--- config.mk ---
export PLATFORM = sky130hd
export DESIGN_NAME = ssm_safe_stop_monitor
export DESIGN_NICKNAME = d
export VERILOG_FILES = /design/src/hdl/ssm_pkg.sv /design/src/hdl/ssm_safe_stop_monitor.sv
export SDC_FILE = /design/constraint.sdc
export NUM_CORES = 1
export LEC_CHECK = 0
export BUFFER_PORTS_ARGS = -buffer_cell sky130_fd_sc_hd__clkbuf_2
export CAP_MARGIN = 20
export CORE_ASPECT_RATIO = 1.1
export CORE_UTILIZATION = 60
export CTS_CLUSTER_DIAMETER = 60
export DETAILED_ROUTE_END_ITERATION = 16
export MAX_ROUTING_LAYER = met4
export PLACE_DENSITY = 0.94
export SYNTH_ARGS = -nofsm -noshare
export SYNTH_HDL_FRONTEND = slang
export SYNTH_SLANG_ARGS = --single-unit
--- constraint.sdc ---
create_clock -name sys_clk_i -period 5.6 [get_ports sys_clk_i]
set_clock_uncertainty 0.15 [all_clocks]
set_input_delay 0.84 -clock sys_clk_i [delete_from_list [all_inputs] [get_ports sys_clk_i]]
set_output_delay 0.84 -clock sys_clk_i [all_outputs]
set_load 0.1 [all_outputs]
--- src/hdl/ssm_pkg.sv ---
// Package of constants and types for the safe stop monitor
// Summary of operation
// - Stop one: watch stop time, then cut torque
// - Standstill when speed below tolerance window
// - Restart allowed only after stop time elapsed; a plain cutoff from run needs none
// - Stop one mode: 0 after time, 1 at standstill
// - Encoder and mode 1: delay before cutoff
// - No encoder: inverter status, at most 5 rpm
// - Start from bus, error stop or emergency
// - Normal end cuts torque by stopping field
// - No standstill at timeout: error stop, cutoff
// - Ramp exceeded while monitored: error stop
// - Error stop continues after request withdrawn
// - Raw bus stop bits readable unchanged
// - Encoder response time 12, 50 or 100 ms
// - Bus source enable for stop one requests
// - Stop hold: check standstill, then enter hold
// - Standstill hold keeps torque and control loops
// - Optional deceleration ramp monitored in stop one and stop hold when an encoder is present
// - Torque cutoff highest priority, clears status bit 15
// - Stop hold mode: 0 after time, 1 at standstill
// - Restart after cutoff: 0 acknowledged, 1 automatic
package ssm_pkg;
	localparam int unsigned CLK_HZ = 100_000_000;
	localparam int unsigned MS_PER_S = 1000;
	localparam int unsigned CYC_PER_MS = CLK_HZ / MS_PER_S;
	localparam logic [16:0] MS_CNT_LAST = 17'(CYC_PER_MS - 1);

	localparam logic [15:0] NO_ENC_STILL_RPM = 16'h0005;

	localparam logic [15:0] REG_BUS_BITS = 16'h2875;
	localparam logic [15:0] REG_ENC_RESP = 16'h2878;
	localparam logic [15:0] REG_SPD_WIN = 16'h287b;
	localparam logic [15:0] REG_STOP_TIME = 16'h2894;
	localparam logic [15:0] REG_S1_SRC = 16'h2896;
	localparam logic [15:0] REG_S1_MODE = 16'h2897;
	localparam logic [15:0] REG_S1_DELAY = 16'h2898;
	localparam logic [15:0] REG_S2_MODE = 16'h2899;
	localparam logic [15:0] REG_RESTART = 16'h289a;
	localparam logic [15:0] REG_ENC_CFG = 16'h289c;
	localparam logic [15:0] REG_RAMP = 16'h289d;
	localparam logic [15:0] REG_STATUS = 16'h28a0;
	localparam logic [15:0] REG_PARAM_UNLOCK = 16'h28a1;

	localparam logic [31:0] UNLOCK_KEY = 32'h5afe_0001;

	localparam logic [7:0] ENC_RESP_12 = 8'h0c;
	localparam logic [7:0] ENC_RESP_50 = 8'h32;
	localparam logic [7:0] ENC_RESP_100 = 8'h64;

	localparam logic [7:0] RST_ENC_RESP = 8'h0c;
	localparam logic [15:0] RST_SPD_WIN = 16'h000a;
	localparam logic [15:0] RST_STOP_TIME = 16'h03e8;
	localparam logic [15:0] RST_S1_DELAY = 16'h000a;

	localparam int STAT_TORQUE_ON = 15;

	typedef enum logic [4:0] {
		SSM_RUN = 5'b0_0001,
		SSM_STOP1 = 5'b0_0010,
		SSM_STOP2 = 5'b0_0100,
		SSM_HOLD = 5'b0_1000,
		SSM_CUTOFF = 5'b1_0000
	} ssm_state_t;

	typedef struct packed {
		logic cutoff;
		logic stop_one;
		logic stop_hold;
		logic emergency;
	} ssm_bus_bits_t;

	typedef struct packed {
		logic [15:0] speed;
		logic still_status;
		logic ramp_exceeded;
	} ssm_drive_t;
endpackage : ssm_pkg

--- src/hdl/ssm_safe_stop_monitor.sv ---
// Safe stop monitor: stop one, stop hold and torque cutoff sequencing
`timescale 1ns/1ns
module ssm_safe_stop_monitor
(
	// Clock and reset
	input wire logic sys_clk_i,
	input wire logic rst_i,
	// APB slave
	input wire logic psel_i,
	input wire logic penable_i,
	input wire logic pwrite_i,
	input wire logic [17:0] paddr_i,
	input wire logic [31:0] pwdata_i,
	output logic [31:0] prdata_o,
	output logic pready_o,
	output logic pslverr_o,
	// Safety bus and drive
	input wire ssm_pkg::ssm_bus_bits_t bus_bits_i,
	input wire logic error_stop_req_i,
	input wire ssm_pkg::ssm_drive_t drive_i,
	input wire logic restart_ack_i,
	// Drive control
	output logic torque_cutoff_o,
	output logic standstill_hold_o,
	output logic error_o,
	output logic restart_ok_o,
	output logic [15:0] status_word_o
);
	import ssm_pkg::*;

	// ------------------------------------------------------------
	// Configuration registers
	// ------------------------------------------------------------
	logic [7:0] enc_resp_r;
	logic [15:0] spd_win_r;
	logic [15:0] stop_time_r;
	logic s1_src_r;
	logic s1_mode_r;
	logic [15:0] s1_delay_r;
	logic s2_mode_r;
	logic restart_auto_r;
	logic enc_present_r;
	logic ramp_en_r;
	logic unlock_r;

	// ------------------------------------------------------------
	// Bus decode
	// ------------------------------------------------------------
	function automatic logic hit(input logic [17:0] a, input logic [15:0] reg_idx);
		hit = (a[17:2] == reg_idx) && (a[1:0] == 2'b00);
	endfunction : hit

	wire logic access = psel_i && penable_i;
	wire logic wr = access && pwrite_i;
	wire logic wr_cfg = wr && unlock_r;
	wire logic hit_bits = hit(paddr_i, REG_BUS_BITS);
	wire logic hit_enc = hit(paddr_i, REG_ENC_RESP);
	wire logic hit_win = hit(paddr_i, REG_SPD_WIN);
	wire logic hit_time = hit(paddr_i, REG_STOP_TIME);
	wire logic hit_src = hit(paddr_i, REG_S1_SRC);
	wire logic hit_mode = hit(paddr_i, REG_S1_MODE);
	wire logic hit_dly = hit(paddr_i, REG_S1_DELAY);
	wire logic hit_s2 = hit(paddr_i, REG_S2_MODE);
	wire logic hit_rst = hit(paddr_i, REG_RESTART);
	wire logic hit_ecfg = hit(paddr_i, REG_ENC_CFG);
	wire logic hit_ramp = hit(paddr_i, REG_RAMP);
	wire logic hit_stat = hit(paddr_i, REG_STATUS);
	wire logic hit_unl = hit(paddr_i, REG_PARAM_UNLOCK);
	wire logic mapped = hit_bits | hit_enc | hit_win | hit_time | hit_src | hit_mode | hit_dly
		| hit_s2 | hit_rst | hit_ecfg | hit_ramp | hit_stat | hit_unl;
	// Writes to settings refused while locked: they stay read-only
	wire logic cfg_reg = hit_enc | hit_win | hit_time | hit_src | hit_mode | hit_dly | hit_s2
		| hit_rst | hit_ecfg | hit_ramp;
	wire logic ro_fault = pwrite_i && (hit_bits || hit_stat || (cfg_reg && !unlock_r));
	wire logic enc_legal = (pwdata_i[7:0] == ENC_RESP_12) || (pwdata_i[7:0] == ENC_RESP_50)
		|| (pwdata_i[7:0] == ENC_RESP_100);
	wire logic enc_bad = pwrite_i && hit_enc && !enc_legal;

	// ------------------------------------------------------------
	// Millisecond tick and counters
	// ------------------------------------------------------------
	logic [16:0] div_r;
	wire logic ms_tick = (div_r == MS_CNT_LAST);
	logic [15:0] stop_ms_r;
	logic [15:0] delay_ms_r;
	ssm_state_t state_r;
	ssm_state_t state_nxt;
	logic err_stop_r;
	logic time_done_r;

	// Standstill judgement
	wire logic still_enc = drive_i.speed < spd_win_r;
	wire logic still_inv = drive_i.still_status || (drive_i.speed <= NO_ENC_STILL_RPM);
	wire logic standstill = enc_present_r ? still_enc : still_inv;

	// Request sources
	wire logic req_cutoff = bus_bits_i.cutoff;
	wire logic req_s1 = (bus_bits_i.stop_one && s1_src_r) || bus_bits_i.emergency
		|| error_stop_req_i;
	wire logic req_s2 = bus_bits_i.stop_hold;
	wire logic stopping = (state_r == SSM_STOP1) || (state_r == SSM_STOP2);
	// Stop time keeps running after an early cutoff, so a restart still waits for it
	wire logic elapsed = (state_r != SSM_RUN) && (stop_ms_r >= stop_time_r);
	wire logic time_up = stopping && elapsed;
	wire logic time_fail = time_up && !standstill;
	wire logic ramp_fail = stopping && ramp_en_r && enc_present_r && drive_i.ramp_exceeded;
	wire logic delay_done = (!enc_present_r) || (delay_ms_r >= s1_delay_r);
	wire logic s1_cut_now = s1_mode_r ? (standstill && delay_done) : 1'b0;
	wire logic s1_end = time_up || s1_cut_now;
	wire logic s2_end = time_up || (s2_mode_r && standstill);
	wire logic fail = time_fail || ramp_fail;
	wire logic any_req = req_cutoff || req_s1 || req_s2 || err_stop_r;
	wire logic restart_allow = time_done_r && !any_req && (restart_auto_r || restart_ack_i);

	// ------------------------------------------------------------
	// Stop sequencer
	// ------------------------------------------------------------
	always_comb
	begin
		state_nxt = state_r;
		unique case (state_r)
			SSM_RUN:
				if (req_cutoff)
					state_nxt = SSM_CUTOFF;
				else if (req_s1)
					state_nxt = SSM_STOP1;
				else if (req_s2)
					state_nxt = SSM_STOP2;
			SSM_STOP1:
				if (req_cutoff || fail || s1_end)
					state_nxt = SSM_CUTOFF;
				else if (!req_s1 && !err_stop_r && !req_s2)
					state_nxt = SSM_STOP1; // no early return, time must elapse
			SSM_STOP2:
				if (req_cutoff || fail)
					state_nxt = SSM_CUTOFF;
				else if (req_s1)
					state_nxt = SSM_STOP1; // Stop one outranks stop hold
				else if (s2_end)
					state_nxt = SSM_HOLD;
			SSM_HOLD:
				if (req_cutoff || req_s1)
					state_nxt = (req_cutoff) ? SSM_CUTOFF : SSM_STOP1;
				else if (!req_s2 && restart_allow)
					state_nxt = SSM_RUN;
			SSM_CUTOFF:
				if (restart_allow)
					state_nxt = SSM_RUN;
			default:
				state_nxt = SSM_CUTOFF;
		endcase
	end

	// A new stop re-arms the stop time; a plain cutoff has no stop time to wait for
	wire logic stop_entry = ((state_nxt == SSM_STOP1) && (state_r != SSM_STOP1))
		|| ((state_nxt == SSM_STOP2) && (state_r != SSM_STOP2));
	wire logic sto_entry = (state_r == SSM_RUN) && (state_nxt == SSM_CUTOFF);

	always_ff @(posedge sys_clk_i)
	begin
		if (rst_i)
			div_r <= '0;
		else
			div_r <= ms_tick ? '0 : div_r + 17'h0_0001;
	end

	always_ff @(posedge sys_clk_i)
	begin
		if (rst_i)
		begin
			state_r <= SSM_RUN;
			stop_ms_r <= '0;
			delay_ms_r <= '0;
			err_stop_r <= 1'b0;
			time_done_r <= 1'b0;
		end
		else
		begin
			state_r <= state_nxt;
			// Counter from acceptance, cleared back in run or on a new stop
			if (state_r == SSM_RUN || stop_entry)
				stop_ms_r <= '0;
			else if (ms_tick && !elapsed)
				stop_ms_r <= stop_ms_r + 16'h0001;
			if (!(state_r == SSM_STOP1 && standstill))
				delay_ms_r <= '0;
			else if (ms_tick && delay_ms_r != 16'hffff)
				delay_ms_r <= delay_ms_r + 16'h0001;
			// Error stop latched until acknowledged in cutoff so a withdrawn request cannot end it
			if (fail)
				err_stop_r <= 1'b1;
			else if (state_r == SSM_CUTOFF && restart_ack_i && !error_stop_req_i)
				err_stop_r <= 1'b0;
			// Stale elapsed time of an aborted stop must not free the new one
			if (stop_entry)
				time_done_r <= 1'b0;
			else if (elapsed || sto_entry)
				time_done_r <= 1'b1;
			else if (state_r == SSM_RUN)
				time_done_r <= 1'b0;
		end
	end

	// ------------------------------------------------------------
	// Outputs
	// ------------------------------------------------------------
	always_ff @(posedge sys_clk_i)
	begin
		if (rst_i)
		begin
			torque_cutoff_o <= 1'b0;
			standstill_hold_o <= 1'b0;
			error_o <= 1'b0;
			restart_ok_o <= 1'b0;
			status_word_o <= 16'h8000;
		end
		else
		begin
			torque_cutoff_o <= (state_nxt == SSM_CUTOFF);
			standstill_hold_o <= (state_nxt == SSM_HOLD);
			error_o <= err_stop_r || fail;
			restart_ok_o <= restart_allow;
			status_word_o <= '0;
			status_word_o[STAT_TORQUE_ON] <= (state_nxt != SSM_CUTOFF);
			status_word_o[0] <= (state_nxt == SSM_STOP1);
			status_word_o[1] <= (state_nxt == SSM_STOP2);
			status_word_o[2] <= (state_nxt == SSM_HOLD);
			status_word_o[3] <= standstill;
			status_word_o[4] <= err_stop_r || fail;
		end
	end

	// ------------------------------------------------------------
	// APB registers
	// ------------------------------------------------------------
	always_ff @(posedge sys_clk_i)
	begin
		if (rst_i)
		begin
			enc_resp_r <= RST_ENC_RESP;
			spd_win_r <= RST_SPD_WIN;
			stop_time_r <= RST_STOP_TIME;
			s1_src_r <= 1'b1;
			s1_mode_r <= 1'b0;
			s1_delay_r <= RST_S1_DELAY;
			s2_mode_r <= 1'b0;
			restart_auto_r <= 1'b0;
			enc_present_r <= 1'b0;
			ramp_en_r <= 1'b0;
			unlock_r <= 1'b0;
		end
		else if (wr && !ro_fault && !enc_bad)
		begin
			if (hit_unl)
				unlock_r <= (pwdata_i == UNLOCK_KEY);
			if (wr_cfg && hit_enc)
				enc_resp_r <= pwdata_i[7:0];
			if (wr_cfg && hit_win)
				spd_win_r <= pwdata_i[15:0];
			if (wr_cfg && hit_time)
				stop_time_r <= pwdata_i[15:0];
			if (wr_cfg && hit_src)
				s1_src_r <= pwdata_i[0];
			if (wr_cfg && hit_mode)
				s1_mode_r <= pwdata_i[0];
			if (wr_cfg && hit_dly)
				s1_delay_r <= pwdata_i[15:0];
			if (wr_cfg && hit_s2)
				s2_mode_r <= pwdata_i[0];
			if (wr_cfg && hit_rst)
				restart_auto_r <= pwdata_i[0];
			if (wr_cfg && hit_ecfg)
				enc_present_r <= pwdata_i[0];
			if (wr_cfg && hit_ramp)
				ramp_en_r <= pwdata_i[0];
		end
	end

	wire logic [31:0] rdata =
		hit_bits ? {28'h000_0000, bus_bits_i} :
		hit_enc ? {24'h00_0000, enc_resp_r} :
		hit_win ? {16'h0000, spd_win_r} :
		hit_time ? {16'h0000, stop_time_r} :
		hit_src ? {31'h0, s1_src_r} :
		hit_mode ? {31'h0, s1_mode_r} :
		hit_dly ? {16'h0000, s1_delay_r} :
		hit_s2 ? {31'h0, s2_mode_r} :
		hit_rst ? {31'h0, restart_auto_r} :
		hit_ecfg ? {31'h0, enc_present_r} :
		hit_ramp ? {31'h0, ramp_en_r} :
		hit_stat ? {16'h0000, status_word_o} :
		hit_unl ? {31'h0, unlock_r} : 32'h0000_0000;

	// No wait state: ready in the cycle after setup
	always_ff @(posedge sys_clk_i)
	begin
		if (rst_i)
		begin
			pready_o <= 1'b0;
			prdata_o <= '0;
			pslverr_o <= 1'b0;
		end
		else
		begin
			pready_o <= psel_i && !penable_i;
			prdata_o <= (psel_i && !penable_i && !pwrite_i) ? rdata : 32'h0000_0000;
			pslverr_o <= psel_i && !penable_i && (!mapped || ro_fault || enc_bad);
		end
	end

	// ------------------------------------------------------------
	// Checks
	// ------------------------------------------------------------
	a_cutoff_priority: assert property (@(posedge sys_clk_i) disable iff (rst_i)
		req_cutoff |=> torque_cutoff_o && !status_word_o[STAT_TORQUE_ON])
		else $error("cutoff request not honoured");
	a_timeout_error: assert property (@(posedge sys_clk_i) disable iff (rst_i)
		time_fail |=> torque_cutoff_o && error_o)
		else $error("timeout without standstill not cut");
	a_hold_torque: assert property (@(posedge sys_clk_i) disable iff (rst_i)
		(state_r == SSM_HOLD && req_s2 && !req_cutoff && !req_s1)
		|=> standstill_hold_o && !torque_cutoff_o && status_word_o[STAT_TORQUE_ON])
		else $error("hold removed torque");
	a_hold_entry: assert property (@(posedge sys_clk_i) disable iff (rst_i)
		(state_r == SSM_STOP2 && s2_end && !req_cutoff && !req_s1 && !fail) |=> standstill_hold_o)
		else $error("stop hold did not enter hold");
	a_error_sticky: assert property (@(posedge sys_clk_i) disable iff (rst_i)
		(err_stop_r && !(state_r == SSM_CUTOFF && restart_ack_i)) |=> err_stop_r)
		else $error("error stop ended early");
	a_mode0_wait: assert property (@(posedge sys_clk_i) disable iff (rst_i)
		(state_r == SSM_STOP1 && !s1_mode_r && !time_up && !req_cutoff && !ramp_fail)
		|=> !torque_cutoff_o)
		else $error("mode 0 cut before time");
	a_ramp_error: assert property (@(posedge sys_clk_i) disable iff (rst_i)
		ramp_fail |=> error_o)
		else $error("ramp fault not flagged");
	a_restart_gate: assert property (@(posedge sys_clk_i) disable iff (rst_i)
		(state_r == SSM_CUTOFF && !time_done_r) |=> torque_cutoff_o)
		else $error("restart before stop time");
	a_bus_view: assert property (@(posedge sys_clk_i) disable iff (rst_i)
		(psel_i && !penable_i && !pwrite_i && hit_bits) |=> prdata_o[3:0] == $past(bus_bits_i))
		else $error("bus bit view altered");
endmodule : ssm_safe_stop_monitor

; Yosys cells after proc, flatten, opt, wreduce, memory -nomap -nowiden
; Cells that the tools add are included.
[word_totals]
reg_bits = 173
inputBits = 79
word_cells = 241
[op_classes]
n_addsub = 3
n_lt_le_gt_ge = 4
eq_ne = 32
mux = 32
bitwise = 23
reduce_logical = 118
[ops]
columns = op, n
row1 = == test 16 x 14 -> 1 bit (second input constant), 13
row2 = two-way mux 16 bit, 10
row3 = two-way mux 5 bit, 12
row4 = logical AND 1 bit, 57
row5 = adder 16 x 1 -> 16 bit (second input constant), 2
row6 = == test 32 x 31 -> 1 bit (second input constant), 1
row7 = >= comparator 16 bit, 2
row8 = case mux 5 bit (5 select lines), 1
row9 = logical OR 1 bit, 24
row10 = AND reduction 2 bit, 11
row11 = OR 1 bit, 21
row12 = adder 17 x 1 -> 17 bit (second input constant), 1
row13 = == test 17 bit (second input constant), 1
row14 = less-or-equal comparator 16 x 3 -> 1 bit (second input constant), 1
row15 = < comparator 16 bit, 1
row16 = inequality test 16 bit (second input constant), 1
row17 = logical NOT 1 bit, 15
row18 = OR reduction 14 bit, 1
row19 = == test 5 x 2 -> 1 bit (second input constant), 2
row20 = == test 5 x 3 -> 1 bit (second input constant), 2
row21 = == test 5 x 4 -> 1 bit (second input constant), 2
row22 = == test 5 bit (second input constant), 2
row23 = OR reduction 2 bit, 5
row24 = == test 8 x 4 -> 1 bit (second input constant), 1
row25 = other kinds (15), 23

; Longest topological paths before layout
[depth]
depth_word = 18
depth_mapped = 11

; Worst setup path after synthesis
; OpenSTA, ideal clock, no wires.
[synth_path]
path_kind = input to register
start = input port drive_i[9] (netlist name)
end = register stop_ms_r[10]
setup_time_ps = 79
arrival_ps = 2744
required_ps = 5372
setup_slack_ps = 2628
stages = 10
n_path_buf = 2
path_cell_list = ha_1 > a21oi_1 > a2111oi_0 > nor2_1 > o21ai_1 > nand3_1 > a211o_1 > buf_2 > buf_6 > nor3_1
[synth_between]
elab_chain_len = 15
[synth_lines]
columns = item, line
row1 = start: declaration, ssm_safe_stop_monitor.sv:20  ; input wire ssm_pkg::ssm_drive_t drive_i,
row2 = less-or-equal comparator 16 x 3 -> 1 bit, ssm_safe_stop_monitor.sv:93  ; wire logic still_inv = drive_i.still_status || (drive_i.speed <= NO_ENC_STILL_RPM);
row3 = logical OR 1 bit, ssm_safe_stop_monitor.sv:93
row4 = two-way mux 1 bit (*), ssm_safe_stop_monitor.sv:94  ; wire logic standstill = enc_present_r ? still_enc : still_inv;
row5 = logical NOT 1 bit, ssm_safe_stop_monitor.sv:105  ; wire logic time_fail = time_up && !standstill;
row6 = logical AND 1 bit, ssm_safe_stop_monitor.sv:105
row7 = logical OR 1 bit, ssm_safe_stop_monitor.sv:111  ; wire logic fail = time_fail || ramp_fail;
row8 = logical OR 1 bit, "ssm_safe_stop_monitor.sv:130, ssm_safe_stop_monitor.sv:135"
row9 = logical OR 1 bit, ssm_safe_stop_monitor.sv:130  ; if (req_cutoff || fail || s1_end)
row10 = two-way mux 5 bit, ssm_safe_stop_monitor.sv:130
row11 = case mux 5 bit (5 select lines) (*), ssm_safe_stop_monitor.sv:121  ; unique case (state_r)
row12 = == test 5 x 2 -> 1 bit / == test 5 x 3 -> 1 bit (equally long branches), "ssm_safe_stop_monitor.sv:155, ssm_safe_stop_monitor.sv:156"
row13 = logical AND 1 bit (on tied branches), "ssm_safe_stop_monitor.sv:155, ssm_safe_stop_monitor.sv:156"
row14 = logical OR 1 bit (*), ssm_safe_stop_monitor.sv:156  ; || ((state_nxt == SSM_STOP2) && (state_r != SSM_STOP2));
row15 = logical OR 1 bit (*), ssm_safe_stop_monitor.sv:181  ; if (state_r == SSM_RUN || stop_entry)
row16 = OR reduction 2 bit (no line) (*), --
row17 = end signal: assignment, ssm_safe_stop_monitor.sv:184  ; stop_ms_r <= stop_ms_r + 16'h0001;
row18 = end: declaration, ssm_safe_stop_monitor.sv:84  ; logic [15:0] stop_ms_r;
; Mark *: on every way between the ends. The rest lies on a longest branch, timed or not.
; A chain may end at the register's enable or synchronous reset.

; Final worst setup path
[layout_path]
start = input port paddr_i[11]
end = register stop_time_r[13]
[layout_between]
elab_chain_len = 18
[layout_lines]
columns = item, line
row1 = start: declaration, ssm_safe_stop_monitor.sv:12  ; input wire logic [17:0] paddr_i,
row2 = == test 16 x 14 -> 1 bit, ssm_safe_stop_monitor.sv:50  ; hit = (a[17:2] == reg_idx) && (a[1:0] == 2'b00);
row3 = logical AND 1 bit, ssm_safe_stop_monitor.sv:50
row4 = OR 1 bit (6 in a row), ssm_safe_stop_monitor.sv:72  ; wire logic cfg_reg = hit_enc | hit_win | hit_time | hit_src | hit_mode | hit_dly | hit_s2
row5 = OR 1 bit (3 in a row), ssm_safe_stop_monitor.sv:73  ; | hit_rst | hit_ecfg | hit_ramp;
row6 = logical AND 1 bit, ssm_safe_stop_monitor.sv:74  ; wire logic ro_fault = pwrite_i && (hit_bits || hit_stat || (cfg_reg && !unlock_r));
row7 = logical OR 1 bit, ssm_safe_stop_monitor.sv:74
row8 = logical AND 1 bit, ssm_safe_stop_monitor.sv:74
row9 = logical NOT 1 bit, ssm_safe_stop_monitor.sv:252  ; else if (wr && !ro_fault && !enc_bad)
row10 = logical AND 1 bit (2 in a row), ssm_safe_stop_monitor.sv:252
row11 = AND reduction 2 bit (no line) (*), --
row12 = end signal: assignment, ssm_safe_stop_monitor.sv:261  ; stop_time_r <= pwdata_i[15:0];
row13 = end: declaration, ssm_safe_stop_monitor.sv:36  ; logic [15:0] stop_time_r;
; Marked as above.

==> run_results.csv <==
group,metric,value,unit
global_routing,grt_max_degree,63,
clock_network,numCtsBuffers,17,
floorplanning,initial_core_util,62.2,%
logic_synthesis,yosysWarningCount,0,
worst_setup_path,reg2reg_depth,9,
sta,slew_headroom,28.5,%
hold_path,min_from,"div_r[0]",
sta,slew_viol_final,0,
logic_synthesis,synthTopCellsByArea,"dfxtp_1 (35%), ha_1 (7.5%), mux2i_1 (5.7%), nor2_1 (5.6%), xnor2_1 (2.8%)",
layout,layout_commonest_cell,"dfxtp_1",
logic_synthesis,synth_seq_area_share,34.9,%
power_and_ir_drop,power.leakage,3.55,nW
layout,final_util,69.4,%
sta,period_needed,3.64,ns
routing,drtPass1Iterations,7,
floorplanning,die_y,126,µm
power_and_ir_drop,power_density,261,nW/µm²
routing,routedWlPerCell,17.6,µm
routing,route.antenna.remaining_nets,0,
worst_setup_path,endpoint_kind,"register",
logic_synthesis,synth_top_area_share,34.9,%
sta,finalSetupViolations,0,
hold_path,hold_path_class,"register to register",
worst_setup_path,startpoint,"paddr_i[11]",
routing,viasPerCell,6.08,
worst_setup_path,r2r-start,"spd_win_r[9]",
sta,finalCritPeriodShare,65.1,%
routing,drc,0,
placed_design,place_congestion,0.947,
logic_synthesis,ys_seq_elements,145,
global_routing,antenna_found_initial,0,
layout,final_cell_mix,"dfxtp_1 (145), nor2_1 (124), clkbuf_2 (106)",
placed_design,portBuffers,106,
floorplanning,ios,133,
layout,fillers,992,
worst_setup_path,required,5.74,ns
clock_network,cts_htree_levels,4,
global_routing,grt_first_pass_wirelength,34400,µm
status,outcome,"complete, no violations",
logic_synthesis,ys_types,89,
clock_network,clk_pin_slew,0.06,ns
layout,diodes,0,
routing,vias,7400,
logic_synthesis,netlist_area,8320,µm²
placed_design,post-dp-hpwl,15600,µm
sta,hold_viol,0,
worst_setup_path,arrival,3.78,ns
floorplanning,die_area,14300,µm²
worst_setup_path,cp_max_fo,22,
worst_setup_path,crit_type,"input port to register",
sta,whs,0.324,ns
clock_network,cts.sinks,145,
sta,max_freq,274,MHz
sta,setup_ws,1.96,ns
worst_setup_path,ff2ff_setup_slack,2.21,ns
logic_synthesis,avgSynthCellArea,8.88,µm²
floorplanning,num_rows,44,
logic_synthesis,yosysTopAreaCell,"dfxtp_1",
sta,rsz0062_at_grt,"no",
clock_network,clkLatencyLatePin,0.43,ns
hold_path,hold_path_end,"div_r[0]",
run,max-cap-violations,0,
clock_network,cts_root_buffer,"clkbuf_16",
worst_setup_path,r2r_end,"stop_ms_r[6]",
power_and_ir_drop,vdd_drop_max,0.209,mV
layout,drive_gt1_share,17.0,%
layout,finalNetCount,1151,
sta,tns,0,ns
hold_path,min_path_cells,1,
logic_synthesis,yosys_most_used_dff,"dfxtp_1",
logic_synthesis,syn_inst,937,
worst_setup_path,cp-start-kind,"input port",
sta,worstMarginPinSlew,1.07,ns
clock_network,cts_tree,"done",
routing,drt_iter0_drc,666,
clock_network,cts_hold_buf,0,
logic_synthesis,async_reset_ff_share,0,%
global_routing,grt_pass1_vias,7036,
floorplanning,fp.dieW,114,µm
placed_design,pre_cts_slack,1.58,ns
routing,wl,21500,µm
clock_network,cts_buffer_depth,2,
global_routing,overflow,0,
clock_network,post-cts-setup-buffer-count,0,
clock_network,cts_resized,0,
floorplanning,coreArea,13400,µm²
logic_synthesis,synth_edf_count,0,
global_routing,grtUsageTotal,31.8,%
layout,synthToLayoutAreaGrowth,11.5,%
-- worst max-delay path: stages --
cell and delay [ns]:
clkbuf_2 0.11, nor4b_4 0.39, nand4b_4 0.18, nor3_4 0.25, and3_1 0.63, nor3b_4 0.98
mux2i_1 0.32, nor2_1 0.07
-- power breakdown --
part / total (mW) / switching [mW] / leakage (nW) / internal, mW
clock: 1.15 / 0.410 / 0.299 / 0.735
sequential: 1.05 / 0.00776 / 1.17 / 1.04
combinational: 0.229 / 0.178 / 2.08 / 0.0510
total: 2.42 / 0.596 / 3.55 / 1.82
-- synth_stat cells, types with 27 or more instances --
master,count
dfxtp_1,145
inv_1,62
buf_4,30
mux2i_1,47
ha_1,50
nor3_1,29
a21oi_1,42
xnor2_1,27
nand2_1,43
nor2_1,124
nand3_1,27
nand4_1,33
-- cells by family (layout without fill, tap and decap cells) --
group | after synthesis | count (layout) | share of synthesized area (%)
multiplexers | 47 | 47 | 5.65
other | 1 | 26 | 0.0451
AO/OA/AOI/OAI | 157 | 157 | 13.8
buffers and inverters | 132 | 204 | 9.37
XOR/XNOR | 46 | 46 | 4.84
AND/OR/NAND/NOR | 359 | 359 | 23.9
adder cells (fa/ha/maj) | 50 | 50 | 7.52
flip-flops | 145 | 145 | 34.9
-- worst max path at each step --
stage	cells past startpoint	slack (ns)	endpoint
floorplan	10	2.63	stop_ms_r[10]
global placement	8	1.70	stop_time_r[6]
detailed placement	8	1.58	stop_time_r[2]
CTS	8	2.02	stop_time_r[13]
global route	8	1.81	stop_time_r[13]
finish	8	1.96	stop_time_r[13]
-- final cells by class --
cell class	count	area, µm²	share of cell area (%)
Clock buffer	27	533	5.74
Clock inverter	4	70.1	0.755
Inverter	62	233	2.51
Multi-Input combinational cell	685	4740	51.1
Sequential cell	145	2900	31.3
Tap cell	184	230	2.48
Timing Repair Buffer	111	568	6.12
-- through the flow --
step	total power, mW	instances	instance area (µm²)
5_1_grt	2.49	1218	9280
3_5_place_dp	1.29	1187	8680
3_3_place_gp	1.29	1187	8680
6_report	2.42	1218	9280
4_1_cts	2.43	1218	9280
2_1_floorplan	1.26	962	8410
-- metal layers --
metal | vias up | track usage (%) | part of all wire, % | wire [µm]
met1 | 3406 | 36.5 | 40 | 8510
met4 | 0 | 18.6 | 4.9 | 1050
li1 | 3481 | - | - | -
met5 | - | - | 0 | 0
met2 | 433 | 50.6 | 47 | 10100
met3 | 80 | 7.13 | 8.5 | 1830
-- state kept, by name, summed over array words and instances (netlist names), 5 cells and up --
name,count
div_r,17
delay_ms_r,16
prdata_o,16
s1_delay_r,16
spd_win_r,16
stop_ms_r,16
stop_time_r,16
enc_resp_r,8
status_word_o,6
state_r,5
Power figures use the tool's default switching activity.
